<file path="config.mk">
export PLATFORM = sky130hd
export DESIGN_NAME = ldg_guard
export DESIGN_NICKNAME = d
export VERILOG_FILES = /design/src/hdl/ldg_pkg.sv /design/src/hdl/ldg_guard.sv
export SDC_FILE = /design/constraint.sdc
export NUM_CORES = 1
export LEC_CHECK = 0
export ABC_AREA = 0
export BUFFER_PORTS_ARGS = -buffer_cell sky130_fd_sc_hd__buf_4
export CORE_UTILIZATION = 46
export CTS_CLUSTER_SIZE = 20
export DETAILED_ROUTE_END_ITERATION = 10
export SETUP_SLACK_MARGIN = 0.4
export SYNTH_ARGS = -nofsm -noshare
export SYNTH_HDL_FRONTEND = slang
export SYNTH_SLANG_ARGS = --single-unit
</file>
<file path="constraint.sdc">
create_clock -name core_clk -period 2.6 [get_ports core_clk]
set_input_delay 0.39 -clock core_clk [delete_from_list [all_inputs] [get_ports core_clk]]
set_output_delay 0.39 -clock core_clk [all_outputs]
set_load 0.02 [all_outputs]
</file>
<file path="src/hdl/ldg_pkg.sv">
// Purpose: Shared constants and types for the laser drive fault guard
// Assumes: Registers are 8 bits wide, reached by a plain write/read port
// Notes:   Self-test timing counts are derived from the 125 MHz core clock
package ldg_pkg;

    // ========================================================
    // Register offsets
    localparam logic [7:0] OFS_BEAM_CFG     = 8'h1a;
    localparam logic [7:0] OFS_CUR_CODE     = 8'h1c;
    localparam logic [7:0] OFS_CUR_CODE_INV = 8'h1d;
    localparam logic [7:0] OFS_BEAM_CFG_INV = 8'h1f;

    // ========================================================
    // Field positions and values
    localparam int         RANGE_BIT   = 7;
    localparam int         MATCH_BIT   = 5;
    localparam int         CAL_LSB     = 1;
    localparam int         CAL_MSB     = 3;
    localparam logic [2:0] CAL_ENABLE  = 3'h7;
    localparam logic [7:0] BEAM_RST    = 8'h00;
    localparam logic [7:0] BEAM_INV_RST = 8'hff;
    localparam logic [7:0] CUR_RST     = 8'h00;
    localparam logic [7:0] CUR_INV_RST = 8'hff;

    // ========================================================
    // Timing
    localparam int CLK_MHZ         = 125;
    localparam int PULSE_PERIOD_NS = 1000;
    localparam int PULSE_ON_NS     = 200;
    localparam int TEST_PERIOD_US  = 20;
    localparam int TEST_SETTLE_NS  = 400;
    localparam int PULSE_PERIOD_CYC = PULSE_PERIOD_NS * CLK_MHZ / 1000;
    localparam int PULSE_ON_CYC     = PULSE_ON_NS * CLK_MHZ / 1000;
    localparam int TEST_PERIOD_CYC  = TEST_PERIOD_US * CLK_MHZ;
    localparam int TEST_SETTLE_CYC  = (TEST_SETTLE_NS * CLK_MHZ + 999) / 1000;

    // ========================================================
    // Types
    typedef enum logic [1:0] {ST_RUN, ST_TEST, ST_CHECK, ST_FAULT} ldg_state_e;

    typedef struct packed {
        logic       wr;
        logic [7:0] addr;
        logic [7:0] wdata;
    } ldg_reg_req_s;

endpackage
</file>
<file path="src/hdl/ldg_guard.sv">
// Purpose: Laser emitter drive with pulsed/continuous modes and fault guard
// Assumes: Register writes and drive pin sense are synchronous to core_clk
// Notes:   A fault latches until reset; firmware reloads settings after reset
`timescale 1ns/10ps
module ldg_guard
    import ldg_pkg::*;
(
    // Clock and reset
    input  wire logic         core_clk,
    input  wire logic         rst_n,
    // Register port
    input  wire ldg_reg_req_s reg_req,
    output logic [7:0]        reg_rdata,
    // Emitter drive
    input  wire logic         pin_grounded,
    output logic              drive_on,
    output logic [7:0]        drive_level,
    output logic              high_range,
    output logic              bin_match,
    output logic              test_ground_en,
    output logic              supply_switch_disable,
    // Status
    output logic              fault_latched,
    output logic              settings_consistent
);

    // ========================================================
    // Registers
    logic [7:0]  beam_cfg_r;
    logic [7:0]  beam_cfg_inv_r;
    logic [7:0]  cur_code_r;
    logic [7:0]  cur_code_inv_r;
    logic [7:0]  rdata_nxt;
    logic [15:0] period_cnt_r;
    logic [15:0] test_cnt_r;
    logic [15:0] settle_cnt_r;
    ldg_state_e  state_r, state_nxt;

    wire wr_beam    = reg_req.wr && reg_req.addr == OFS_BEAM_CFG;
    wire wr_cur     = reg_req.wr && reg_req.addr == OFS_CUR_CODE;
    wire wr_cur_inv = reg_req.wr && reg_req.addr == OFS_CUR_CODE_INV;
    wire wr_beam_inv = reg_req.wr && reg_req.addr == OFS_BEAM_CFG_INV;

    // ========================================================
    // Register storage, one bank per offset

    // Beam config: range, bin match and calibration fields
    always_ff @(posedge core_clk or negedge rst_n) begin
        if (!rst_n) begin
            beam_cfg_r <= BEAM_RST;
        end else if (wr_beam) begin
            beam_cfg_r <= reg_req.wdata;
        end
    end

    // Beam config complement, kept by firmware
    always_ff @(posedge core_clk or negedge rst_n) begin
        if (!rst_n) begin
            beam_cfg_inv_r <= BEAM_INV_RST;
        end else if (wr_beam_inv) begin
            beam_cfg_inv_r <= reg_req.wdata;
        end
    end

    // Drive current code
    always_ff @(posedge core_clk or negedge rst_n) begin
        if (!rst_n) begin
            cur_code_r <= CUR_RST;
        end else if (wr_cur) begin
            cur_code_r <= reg_req.wdata;
        end
    end

    // Drive current code complement, kept by firmware
    always_ff @(posedge core_clk or negedge rst_n) begin
        if (!rst_n) begin
            cur_code_inv_r <= CUR_INV_RST;
        end else if (wr_cur_inv) begin
            cur_code_inv_r <= reg_req.wdata;
        end
    end

    // Read decode
    always_comb begin
        if (reg_req.addr == OFS_BEAM_CFG) begin
            rdata_nxt = beam_cfg_r;
        end else if (reg_req.addr == OFS_BEAM_CFG_INV) begin
            rdata_nxt = beam_cfg_inv_r;
        end else if (reg_req.addr == OFS_CUR_CODE) begin
            rdata_nxt = cur_code_r;
        end else if (reg_req.addr == OFS_CUR_CODE_INV) begin
            rdata_nxt = cur_code_inv_r;
        end else begin
            rdata_nxt = 8'h00;
        end
    end

    // ========================================================
    // Setting checks
    wire cal_en   = beam_cfg_r[CAL_MSB:CAL_LSB] == CAL_ENABLE;
    wire cal_pair = (beam_cfg_r[CAL_MSB:CAL_LSB]
                    ^ beam_cfg_inv_r[CAL_MSB:CAL_LSB]) == 3'h7;
    wire rng_pair = beam_cfg_r[RANGE_BIT] ^ beam_cfg_inv_r[RANGE_BIT];
    wire mat_pair = beam_cfg_r[MATCH_BIT] ^ beam_cfg_inv_r[MATCH_BIT];
    wire cur_pair = (cur_code_r ^ cur_code_inv_r) == 8'hff;
    wire pairs_ok = rng_pair && mat_pair && cur_pair
                    && (!cal_en || cal_pair);

    // ========================================================
    // Pulse timing and self-test scheduler
    wire period_end = period_cnt_r == 16'(PULSE_PERIOD_CYC - 1);
    wire pulse_ph   = period_cnt_r < 16'(PULSE_ON_CYC);
    wire test_due   = test_cnt_r == 16'(TEST_PERIOD_CYC - 1);
    wire settled    = settle_cnt_r == 16'(TEST_SETTLE_CYC - 1);

    always_comb begin
        state_nxt = state_r;
        case (state_r)
            ST_RUN: begin
                if (pin_grounded) begin
                    state_nxt = ST_FAULT;
                end else if (test_due) begin
                    state_nxt = ST_TEST;
                end
            end
            ST_TEST: begin
                // Pin is pulled low on purpose here, so it is not judged
                if (settled) begin
                    state_nxt = ST_CHECK;
                end
            end
            ST_CHECK: begin
                // No ground seen means the detector or pin is broken
                if (pin_grounded) begin
                    state_nxt = ST_RUN;
                end else begin
                    state_nxt = ST_FAULT;
                end
            end
            ST_FAULT: begin
                state_nxt = ST_FAULT;
            end
            default: begin
                state_nxt = ST_FAULT;
            end
        endcase
    end

    // Counter next values
    wire [15:0] period_cnt_nxt = period_end ? 16'h0000
                                 : period_cnt_r + 16'h0001;
    wire [15:0] test_cnt_nxt   = (state_r != ST_RUN || test_due) ? 16'h0000
                                 : test_cnt_r + 16'h0001;
    wire [15:0] settle_cnt_nxt = (state_r == ST_TEST)
                                 ? settle_cnt_r + 16'h0001 : 16'h0000;

    always_ff @(posedge core_clk or negedge rst_n) begin
        if (!rst_n) begin
            state_r <= ST_RUN;
        end else begin
            state_r <= state_nxt;
        end
    end

    always_ff @(posedge core_clk or negedge rst_n) begin
        if (!rst_n) begin
            period_cnt_r <= 16'h0000;
        end else begin
            period_cnt_r <= period_cnt_nxt;
        end
    end

    always_ff @(posedge core_clk or negedge rst_n) begin
        if (!rst_n) begin
            test_cnt_r <= 16'h0000;
        end else begin
            test_cnt_r <= test_cnt_nxt;
        end
    end

    always_ff @(posedge core_clk or negedge rst_n) begin
        if (!rst_n) begin
            settle_cnt_r <= 16'h0000;
        end else begin
            settle_cnt_r <= settle_cnt_nxt;
        end
    end

    // ========================================================
    // Output next values
    wire run_nxt        = state_nxt == ST_RUN;
    wire fault_nxt      = state_nxt == ST_FAULT;
    wire test_nxt       = state_nxt == ST_TEST || state_nxt == ST_CHECK;
    wire drive_on_nxt   = run_nxt && (cal_en || pulse_ph);
    wire switch_off_nxt = fault_nxt || test_nxt;

    // ========================================================
    // Register read output
    always_ff @(posedge core_clk or negedge rst_n) begin
        if (!rst_n) begin
            reg_rdata <= 8'h00;
        end else begin
            reg_rdata <= rdata_nxt;
        end
    end

    // ========================================================
    // Drive outputs
    always_ff @(posedge core_clk or negedge rst_n) begin
        if (!rst_n) begin
            drive_on <= 1'b0;
        end else begin
            drive_on <= drive_on_nxt;
        end
    end

    always_ff @(posedge core_clk or negedge rst_n) begin
        if (!rst_n) begin
            drive_level <= 8'h00;
        end else begin
            drive_level <= cur_code_r;
        end
    end

    always_ff @(posedge core_clk or negedge rst_n) begin
        if (!rst_n) begin
            high_range <= 1'b0;
        end else begin
            high_range <= beam_cfg_r[RANGE_BIT];
        end
    end

    always_ff @(posedge core_clk or negedge rst_n) begin
        if (!rst_n) begin
            bin_match <= 1'b0;
        end else begin
            bin_match <= beam_cfg_r[MATCH_BIT];
        end
    end

    // ========================================================
    // Fault guard and self-test outputs
    always_ff @(posedge core_clk or negedge rst_n) begin
        if (!rst_n) begin
            test_ground_en <= 1'b0;
        end else begin
            test_ground_en <= test_nxt;
        end
    end

    always_ff @(posedge core_clk or negedge rst_n) begin
        if (!rst_n) begin
            supply_switch_disable <= 1'b0;
        end else begin
            supply_switch_disable <= switch_off_nxt;
        end
    end

    always_ff @(posedge core_clk or negedge rst_n) begin
        if (!rst_n) begin
            fault_latched <= 1'b0;
        end else begin
            fault_latched <= fault_nxt;
        end
    end

    // ========================================================
    // Status
    always_ff @(posedge core_clk or negedge rst_n) begin
        if (!rst_n) begin
            settings_consistent <= 1'b0;
        end else begin
            settings_consistent <= pairs_ok;
        end
    end

endmodule // ldg_guard

</file>
Word level (Yosys, flattened, before mapping)
Cells that the tools add are included.

Flip-flop bits (word level): 105.

Multiplexer cells: 12. Reduce and logical (&&, ||, !) cells: 17. Bitwise logic cells: 4. $lt $le $gt $ge: 1. Add/sub/neg operators: 3. Eq/ne operators: 16.

Operators with widths (count): $add 16x1->16 const B (3); $mux 16 (3); $eq 8x5->1 const B (4); $mux 8 (4); $eq 16x12->1 const B (1); $eq 16x6->1 const B (1); $eq 16x7->1 const B (1); $lt 16x5->1 const B (1); $eq 2x2->1 const B (4); $eq 8x8->1 const B (1); $logic_and 1x1->1 (8); $mux 2 (4); $pmux 2 s4 (1); $xor 8x8->8 (1); $eq 3x3->1 const B (2); $logic_or 1x1->1 (5); $eq 2x1->1 const B (2); $logic_not 2->1 (2); $xor 3x3->3 (1); $reduce_bool 2->1 (1); $xor 1x1->1 (2); $logic_not 1->1 (1).

Longest topological paths before layout
Gate-level depths: netlist of the first run.

Word-level depth: 7. Mapped depth: 8. Gate-level depth less buffers: 7.

Least setup slack after synthesis of the first run
OpenSTA, ideal clock, no wires.

Path type: register -> register. Start: register test_cnt_r[13]. End: register drive_on. Arrival time: 1.770 ns. Period minus slack after synthesis: 1.889 ns. Stages on the path, launching flop included: 8. Library setup time: 0.119 ns. Setup slack: 0.711 ns. Required time: 2.481 ns. Path through: dfrtp_1 -> or4b_1 -> nor3_2 -> a311o_1 -> buf_6 -> o221ai_1 -> ha_1 -> and2_1.

Longest elaborated chain between the ends: 6.

Ends and longest elaborated chain: start: declaration (RTL line ldg_guard.sv:35) `logic [15:0] test_cnt_r;`; start signal: assignment (RTL line ldg_guard.sv:177) `test_cnt_r <= test_cnt_nxt;`; $eq 16x12->1 (RTL line ldg_guard.sv:113) `wire test_due = test_cnt_r == 16'(TEST_PERIOD_CYC - 1);`; $mux 2 (RTL line ldg_guard.sv:122) `end else if (test_due) begin`; $mux 2 (RTL line ldg_guard.sv:120) `if (pin_grounded) begin`; $pmux 2 s4 (RTL line ldg_guard.sv:118) `case (state_r)`; $logic_not 2->1 (RTL line ldg_guard.sv:191) `wire run_nxt = state_nxt == ST_RUN;`; $logic_and 1x1->1 (RTL line ldg_guard.sv:194) `wire drive_on_nxt = run_nxt && (cal_en || pulse_ph);`; named net drive_on_nxt (RTL line ldg_guard.sv:194); end signal: assignment (RTL line ldg_guard.sv:213) `drive_on <= drive_on_nxt;`; end: declaration (RTL line ldg_guard.sv:16) `output logic drive_on,`.

The timed path passes the listed nets, and every way through them passes these cells. A chain may end at the register's enable or synchronous reset.

Final worst setup path of the first run
Start: register test_cnt_r[0]. End: register test_ground_en.

Longest elaborated chain between the ends: 6.

Ends and longest elaborated chain: $eq 16x12->1 (*) (RTL line ldg_guard.sv:113); $mux 2 (*) (RTL line ldg_guard.sv:122); $mux 2 (*) (RTL line ldg_guard.sv:120); $pmux 2 s4 (*) (RTL line ldg_guard.sv:118); $eq 2x1->1 / $eq 2x2->1 (equally long branches) (RTL line ldg_guard.sv:193) `wire test_nxt = state_nxt == ST_TEST || state_nxt == ST_CHECK;`; $logic_or 1x1->1 (*) (RTL line ldg_guard.sv:193); named net test_nxt (RTL line ldg_guard.sv:193); end signal: assignment (RTL line ldg_guard.sv:247) `test_ground_en <= test_nxt;`; end: declaration (RTL line ldg_guard.sv:20) `output logic test_ground_en,`.

Mark *: on every way through the listed nets, which the timed path passes. The rest lies on a longest branch.

==> flow_metrics.env, run 1 <==
export IMPL_timing_rr_start="test_cnt_r[0]$_DFF_PN0_"
export IMPL_r2r_end="test_ground_en$_DFF_PN0_"
export IMPL_yosys_cell_types_count=44
export IMPL_synth_xor_area_frac=0.0923
export IMPL_wire_per_inst_um=15.0
export IMPL_cts_setup_buffers=0
export IMPL_finalClockSkew_ps=18.2
export IMPL_swShare=0.246
export IMPL_synth_edff_count=0
export IMPL_grt_max_degree=50
export IMPL_drt_iter0_drc=112
export IMPL_design_portCount=43
export IMPL_ir_worst_vdd_mv=0.298
export IMPL_drtAntennaViolNets=0
export IMPL_avgSynthCellArea_sq_um=11.8
export IMPL_wl_um=8830
export IMPL_synthSimpleGateAreaFrac=0.163
export IMPL_busiest_layer="met2"
export IMPL_grtUsageTotal=0.177
export IMPL_clkSlewWorstSetupHoldPaths_ps=100
export IMPL_nNetsFinal=481
export IMPL_clock_root_buffer="clkbuf_8"
export IMPL_viasPerCell=5.25
export IMPL_cts_resized=0
export IMPL_cts_tree="built"
export IMPL_path_common_cell="ha_1"
export IMPL_finalCritPeriodShare=0.755
export IMPL_post_dp_hpwl_um=6260
export IMPL_io_buffers=42
export IMPL_grtUsageMet1=0.233
export IMPL_synth_top_family_by_area="simple AND/OR/NAND/NOR gates"
export IMPL_clockPowerShare=0.315
export IMPL_r2r_cells=6
export IMPL_p_per_area_nw_per_um2=543
export IMPL_cp_slowest_cell="dfrtp_1"
export IMPL_grtUsageMet3=0.0403
export IMPL_die_h_um=104
export IMPL_cap_violations=0
export IMPL_hold_viol=0
export IMPL_cp_start_kind="register"
export IMPL_mostFrequentLayoutCells="dfrtp_1, buf_4, nor2_1"
export IMPL_final_common_cell="dfrtp_1"
export IMPL_drive_gt1_frac=0.271
export IMPL_area_delta_synth_final_pct=13.5
export IMPL_h_tree_depth=3
export IMPL_synth_top_area_share=0.469
export IMPL_max_freq_mhz=509
export IMPL_coreArea_sq_um=9910
export IMPL_worstSetupEndpointType="register"
export IMPL_yosysSeqAreaShare=0.558
export IMPL_slew_headroom=0.583
export IMPL_crit_fanout=5
export IMPL_start_util=0.479
export IMPL_cts_buffers=9
export IMPL_yosysWarnings=0
export IMPL_cp_cell_sequence="ha_1 > nand2_1 > nor3_2 > a311o_1 > o221ai_1 > ha_1"
export IMPL_pwr_share_comb=0.084
export IMPL_first_pass_iters=6
export IMPL_die_area_sq_um=10700
export IMPL_ys_dominant_reg_cell="dfrtp_1"
export IMPL_cts_hold_buf=0
export IMPL_p_int_mw=2.21
export IMPL_whs_ps=5.70
export IMPL_grt_pass1_vias=3085
export IMPL_num_antenna_cells=0
export IMPL_fp_row_count=36
export IMPL_drc=0
export IMPL_clk_latency_ps=370
export IMPL_async_flop_share=1.00
export IMPL_min_path_type="in -> async"
export IMPL_syn_area_sq_um=4750
export IMPL_via_count=3099
export IMPL_finalSetupViolations=0
export IMPL_synth_fa_ha_area_frac=0.0237
export IMPL_worstPathRequired_ps=2850
export IMPL_p_sw_mw=0.719
export IMPL_place_congestion=0.758
export IMPL_die_w_um=104
export IMPL_finalMaxSlewViolations=0
export IMPL_max_stage_delay_ps=440
export IMPL_tightest_slew_ps=626
export IMPL_regToRegSetupSlack_ps=640
export IMPL_grt_remaining_overflow=0
export IMPL_syn_nets=430
export IMPL_syn_inst=401
export IMPL_status="finished, final reports clean"
export IMPL_muxShareOfSynthArea=0.0999
export IMPL_power_leakage_nw=2.42
export IMPL_synth_seq_cells=105
export IMPL_antenna_found_initial=0
export IMPL_met2_usage=0.291
export IMPL_cts_sinks=105
export IMPL_synthTopCellsByArea="dfrtp_1, dfstp_2, mux2_2, xnor2_1, xor2_1"
export IMPL_rsz0062_at_grt="no"
export IMPL_power_frac_seq=0.601
export IMPL_yosysTopAreaCell="dfrtp_1"
export IMPL_tns_ps=0
export IMPL_critPathKind="reg -> reg"
export IMPL_clock_path_buffers=2
export IMPL_synth_compound_area_frac=0.0380
export IMPL_fin_crit_ps=1960
export IMPL_arrival_ps=2210
export IMPL_grt_pass1_wl_um=15100
## registers in the layout, summed over array words and instances (netlist names), 2 cells and up
name	count
cur_code_inv_r	8
beam_cfg_r	8
state_r	2
settle_cnt_r	16
beam_cfg_inv_r	8
period_cnt_r	16
cur_code_r	8
reg_rdata	8
test_cnt_r	16
drive_level	8
## worst max-delay path: cells and delay by family (launching register included)
family | cells | cell delay (ps)
compound gates | 2 | 580
flops | 1 | 440
simple gates | 2 | 270
fa+ha+maj | 2 | 560
## per-stage QoR
stage               power [mW]  instances  utilization  worst slack (ps)  area, sq um
floorplan                 1.91        401            -               711         4750
global placement          2.04        574        0.526               650         5210
detailed placement        2.04        574        0.526               635         5210
CTS                       2.97        590        0.544               611         5390
global route              3.06        590        0.544               484         5390
finish                    2.92        590        0.544               636         5390
## cell usage after synthesis (all sizes together), types with 3 or more instances
| library cell | instances |
|---|---|
| a21oi | 4 |
| a22oi | 5 |
| and2 | 4 |
| and3 | 3 |
| buf | 5 |
| clkbuf | 3 |
| dfrtp | 89 |
| dfstp | 16 |
| ha | 9 |
| inv | 15 |
| mux2 | 35 |
| mux2i | 8 |
| nand2 | 15 |
| nand3 | 21 |
| nand4 | 14 |
| nor2 | 48 |
| nor2b | 3 |
| nor3 | 16 |
| nor4 | 12 |
| o22ai | 5 |
| o2bb2ai | 3 |
| or3 | 3 |
| xnor2 | 28 |
| xor2 | 22 |
## final cells by class
class / instances / area, sq um
flip-flops and latches: 105 / 2650
fillers: 912 / 4520
inverters: 15 / 56.3
clock buffers: 13 / 159
well taps: 133 / 166
repair buffers: 48 / 360
multi-input cells: 273 / 1980
clock inverters: 3 / 17.5
## cells by family (layout without fill, tap and decap cells)
family | count (synthesis) | after routing
compound gates | 25 | 25
flops | 105 | 105
fa+ha+maj | 9 | 9
xor+xnor | 50 | 50
mux | 43 | 43
buf+inv | 23 | 79
simple gates | 146 | 146
## worst max path at each step
stage | slack, ps | cells after the start | to | start
floorplan | 710 | 7 | drive_on$_DFF_PN0_ | test_cnt_r[13]$_DFF_PN0_
finish | 640 | 6 | test_ground_en$_DFF_PN0_ | test_cnt_r[0]$_DFF_PN0_
global placement | 650 | 6 | test_ground_en$_DFF_PN0_ | test_cnt_r[0]$_DFF_PN0_
global route | 480 | 7 | drive_on$_DFF_PN0_ | test_cnt_r[0]$_DFF_PN0_
detailed placement | 630 | 6 | test_ground_en$_DFF_PN0_ | test_cnt_r[0]$_DFF_PN0_
CTS | 610 | 6 | test_ground_en$_DFF_PN0_ | test_cnt_r[0]$_DFF_PN0_
## per-layer routing
layer	vias to the layer above	part of all wire	wire length [um]
li1	1502	-	-
met4	0	0.011	100
met5	-	0	0
met3	7	0.031	277
met1	1537	0.47	4160
met2	53	0.49	4300
## power groups by stage
stage | combinational (mW) | sequential [mW] | clock (mW)
floorplan | 0.117 | 1.79 | 0
global placement | 0.249 | 1.79 | 0
detailed placement | 0.254 | 1.79 | 0
CTS | 0.253 | 1.76 | 0.958
global route | 0.275 | 1.77 | 1.02
finish | 0.246 | 1.76 | 0.922
No activity file was read; power rests on OpenSTA's default activity.
==> run 2, diff against run 1 <==
Settings changed: PLACE_DENSITY set to 0.67.
Clock period 2.6 ns to 1.7 ns, I/O delays scaled along.
==> flow_metrics.env, run 2 (same netlist as run 1, synthesis figures left out) <==
export IMPL_io_buffers=42
export IMPL_p_per_area_nw_per_um2=763
export IMPL_placed_cell_area_sq_um=5540
export IMPL_multi_input_area_sq_um=2320
export IMPL_drc=0
export IMPL_finalCritPeriodShare=1.07
export IMPL_finalSetupViolations=8
export IMPL_clkSlewWorstSetupHoldPaths_ps=90
export IMPL_via_count=3391
export IMPL_arrival_ps=2080
export IMPL_grtUsageTotal=0.194
export IMPL_min_path_type="in -> reg"
export IMPL_crit_fanout=3
export IMPL_grt_max_degree=44
export IMPL_clk_latency_ps=380
export IMPL_fin_crit_ps=1820
export IMPL_ff_latch_area_sq_um=2650
export IMPL_finalMaxSlewViolations=0
export IMPL_start_util=0.479
export IMPL_coreArea_sq_um=9910
export IMPL_nNetsFinal=533
export IMPL_fillers=804
export IMPL_drtAntennaViolNets=0
export IMPL_mostFrequentLayoutCells="dfrtp_1, buf_4, nor2_1"
export IMPL_wl_um=10000
export IMPL_status="finished, violations left"
export IMPL_max_freq_mhz=551
export IMPL_finalInstanceArea_sq_um=6240
export IMPL_clock_root_buffer="clkbuf_8"
export IMPL_clock_path_buffers=2
export IMPL_rsz0062_at_grt="yes"
export IMPL_power_leakage_nw=2.90
export IMPL_slew_headroom=0.696
export IMPL_cap_violations=0
export IMPL_h_tree_depth=3
export IMPL_post_dp_hpwl_um=6660
export IMPL_finalNonFillerCells=642
export IMPL_num_antenna_cells=0
export IMPL_cp_start_kind="register"
export IMPL_finalClockSkew_ps=16.8
export IMPL_violations="setup timing"
export IMPL_ir_worst_vdd_mv=0.659
export IMPL_die_area_sq_um=10700
export IMPL_wire_per_inst_um=15.6
export IMPL_grt_pass1_wl_um=16500
export IMPL_place_congestion=0.766
export IMPL_design_portCount=43
export IMPL_cts_sinks=105
export IMPL_fp_row_count=36
export IMPL_power_mw=4.77
export IMPL_die_h_um=104
export IMPL_grt_remaining_overflow=0
export IMPL_grt_pass1_vias=3461
export IMPL_viasPerCell=5.28
export IMPL_antenna_found_initial=0
export IMPL_area_delta_synth_final_pct=31.5
export IMPL_tightest_slew_ps=456
export IMPL_critPathKind="reg -> reg"
export IMPL_reg_top3="period_cnt_r: 16 flops, settle_cnt_r: 16 flops, test_cnt_r: 16 flops"
export IMPL_place_detailed_instances=601
export IMPL_hold_viol=0
export IMPL_worstPathRequired_ps=1970
export IMPL_drt_iter0_drc=111
export IMPL_drive_gt1_frac=0.420
export IMPL_cts_buffers=9
export IMPL_tns_ps=-303
export IMPL_cts_tree="built"
export IMPL_final_common_cell="dfrtp_1"
export IMPL_fin_util=0.630
export IMPL_layout_setup_ws_ps=-116
export IMPL_worstSetupEndpointType="register"
export IMPL_die_w_um=104
export IMPL_first_pass_iters=4
==> run 2: cell count changes in the layout (fill, tap and decap cells not counted), moves of 6 or more <==
cell	delta
mux2_2	-7
mux2_4	+7
buf_4	+35
ha_1	-6
buf_6	+13
nor4_1	-7
==> run 2: repair_timing <==
action | 4_1_cts | 5_1_grt
setup endpoints to repair | 48 | 61
hold endpoints to repair | 25 | 0
hold buffers | 1 | 0
setup buffers | 8 | 16
resized for setup | 27 | 37
pin swaps | 6 | 32
==> run 2: critical path: stages (launching register included) <==
cell and delay [ps]:
dfrtp_1 420, ha_4 190, nand2_4 60, nor3_2 40, a311o_1 380, buf_4 160, o221a_2 280, ha_1 190
==> run 2: metrics by stage <==
| step | hold WS [ps] | worst slack (ps) |
|---|---|---|
| 2_1_floorplan | -40.6 | -153 |
| 3_3_place_gp | 235 | -114 |
| 3_5_place_dp | 245 | -138 |
| 4_1_cts | 118 | -99.1 |
| 5_1_grt | 121 | -176 |
| 6_report | 136 | -116 |
==> run 2: where the power goes <==
part           total (mW)  internal [mW]  switching, mW  leakage (nW)
Sequential           2.68           2.60         0.0787          1.36
Combinational       0.516          0.249          0.267          1.44
Clock                1.57          0.767          0.802         0.101
Total                4.77           3.62           1.15          2.90
==> run 2: path summary, 6_finish.rpt <==
| path | cells past startpoint | start | to | slack [ps] |
|---|---|---|---|---|
| setup / recovery | 7 | test_cnt_r[0]$_DFF_PN0_ | fault_latched$_DFF_PN0_ | -120 |
| min in group asynchronous | 2 | rst_n | beam_cfg_r[3]$_DFFE_PN0P_ | 380 |
| hold / removal | 2 | reg_req[4] | beam_cfg_inv_r[4]$_DFFE_PN1P_ | 140 |
| max in group asynchronous | 3 | rst_n | beam_cfg_inv_r[7]$_DFFE_PN1P_ | 730 |
| setup reg to reg | 7 | test_cnt_r[0]$_DFF_PN0_ | fault_latched$_DFF_PN0_ | -120 |
| hold reg to reg | 0 | beam_cfg_r[7]$_DFFE_PN0P_ | high_range$_DFF_PN0_ | 440 |
==> run 2: cell type report <==
type | count | share of cell area
clock buffer | 14 | 0.0261
sequential | 105 | 0.425
multi-input combinational | 273 | 0.372
clock inverter | 2 | 0.00621
tap | 133 | 0.0267
inverter | 15 | 0.00902
timing repair buffer | 100 | 0.134
==> run 2: routing by layer <==
layer  vias to the layer above  GRT usage  routed length, um
li1                       1613          -                  -
met1                      1705      0.255               4500
met2                        52      0.314               5020
met3                        21     0.0478                335
met4                         0     0.0663                182
met5                         -          0                  0
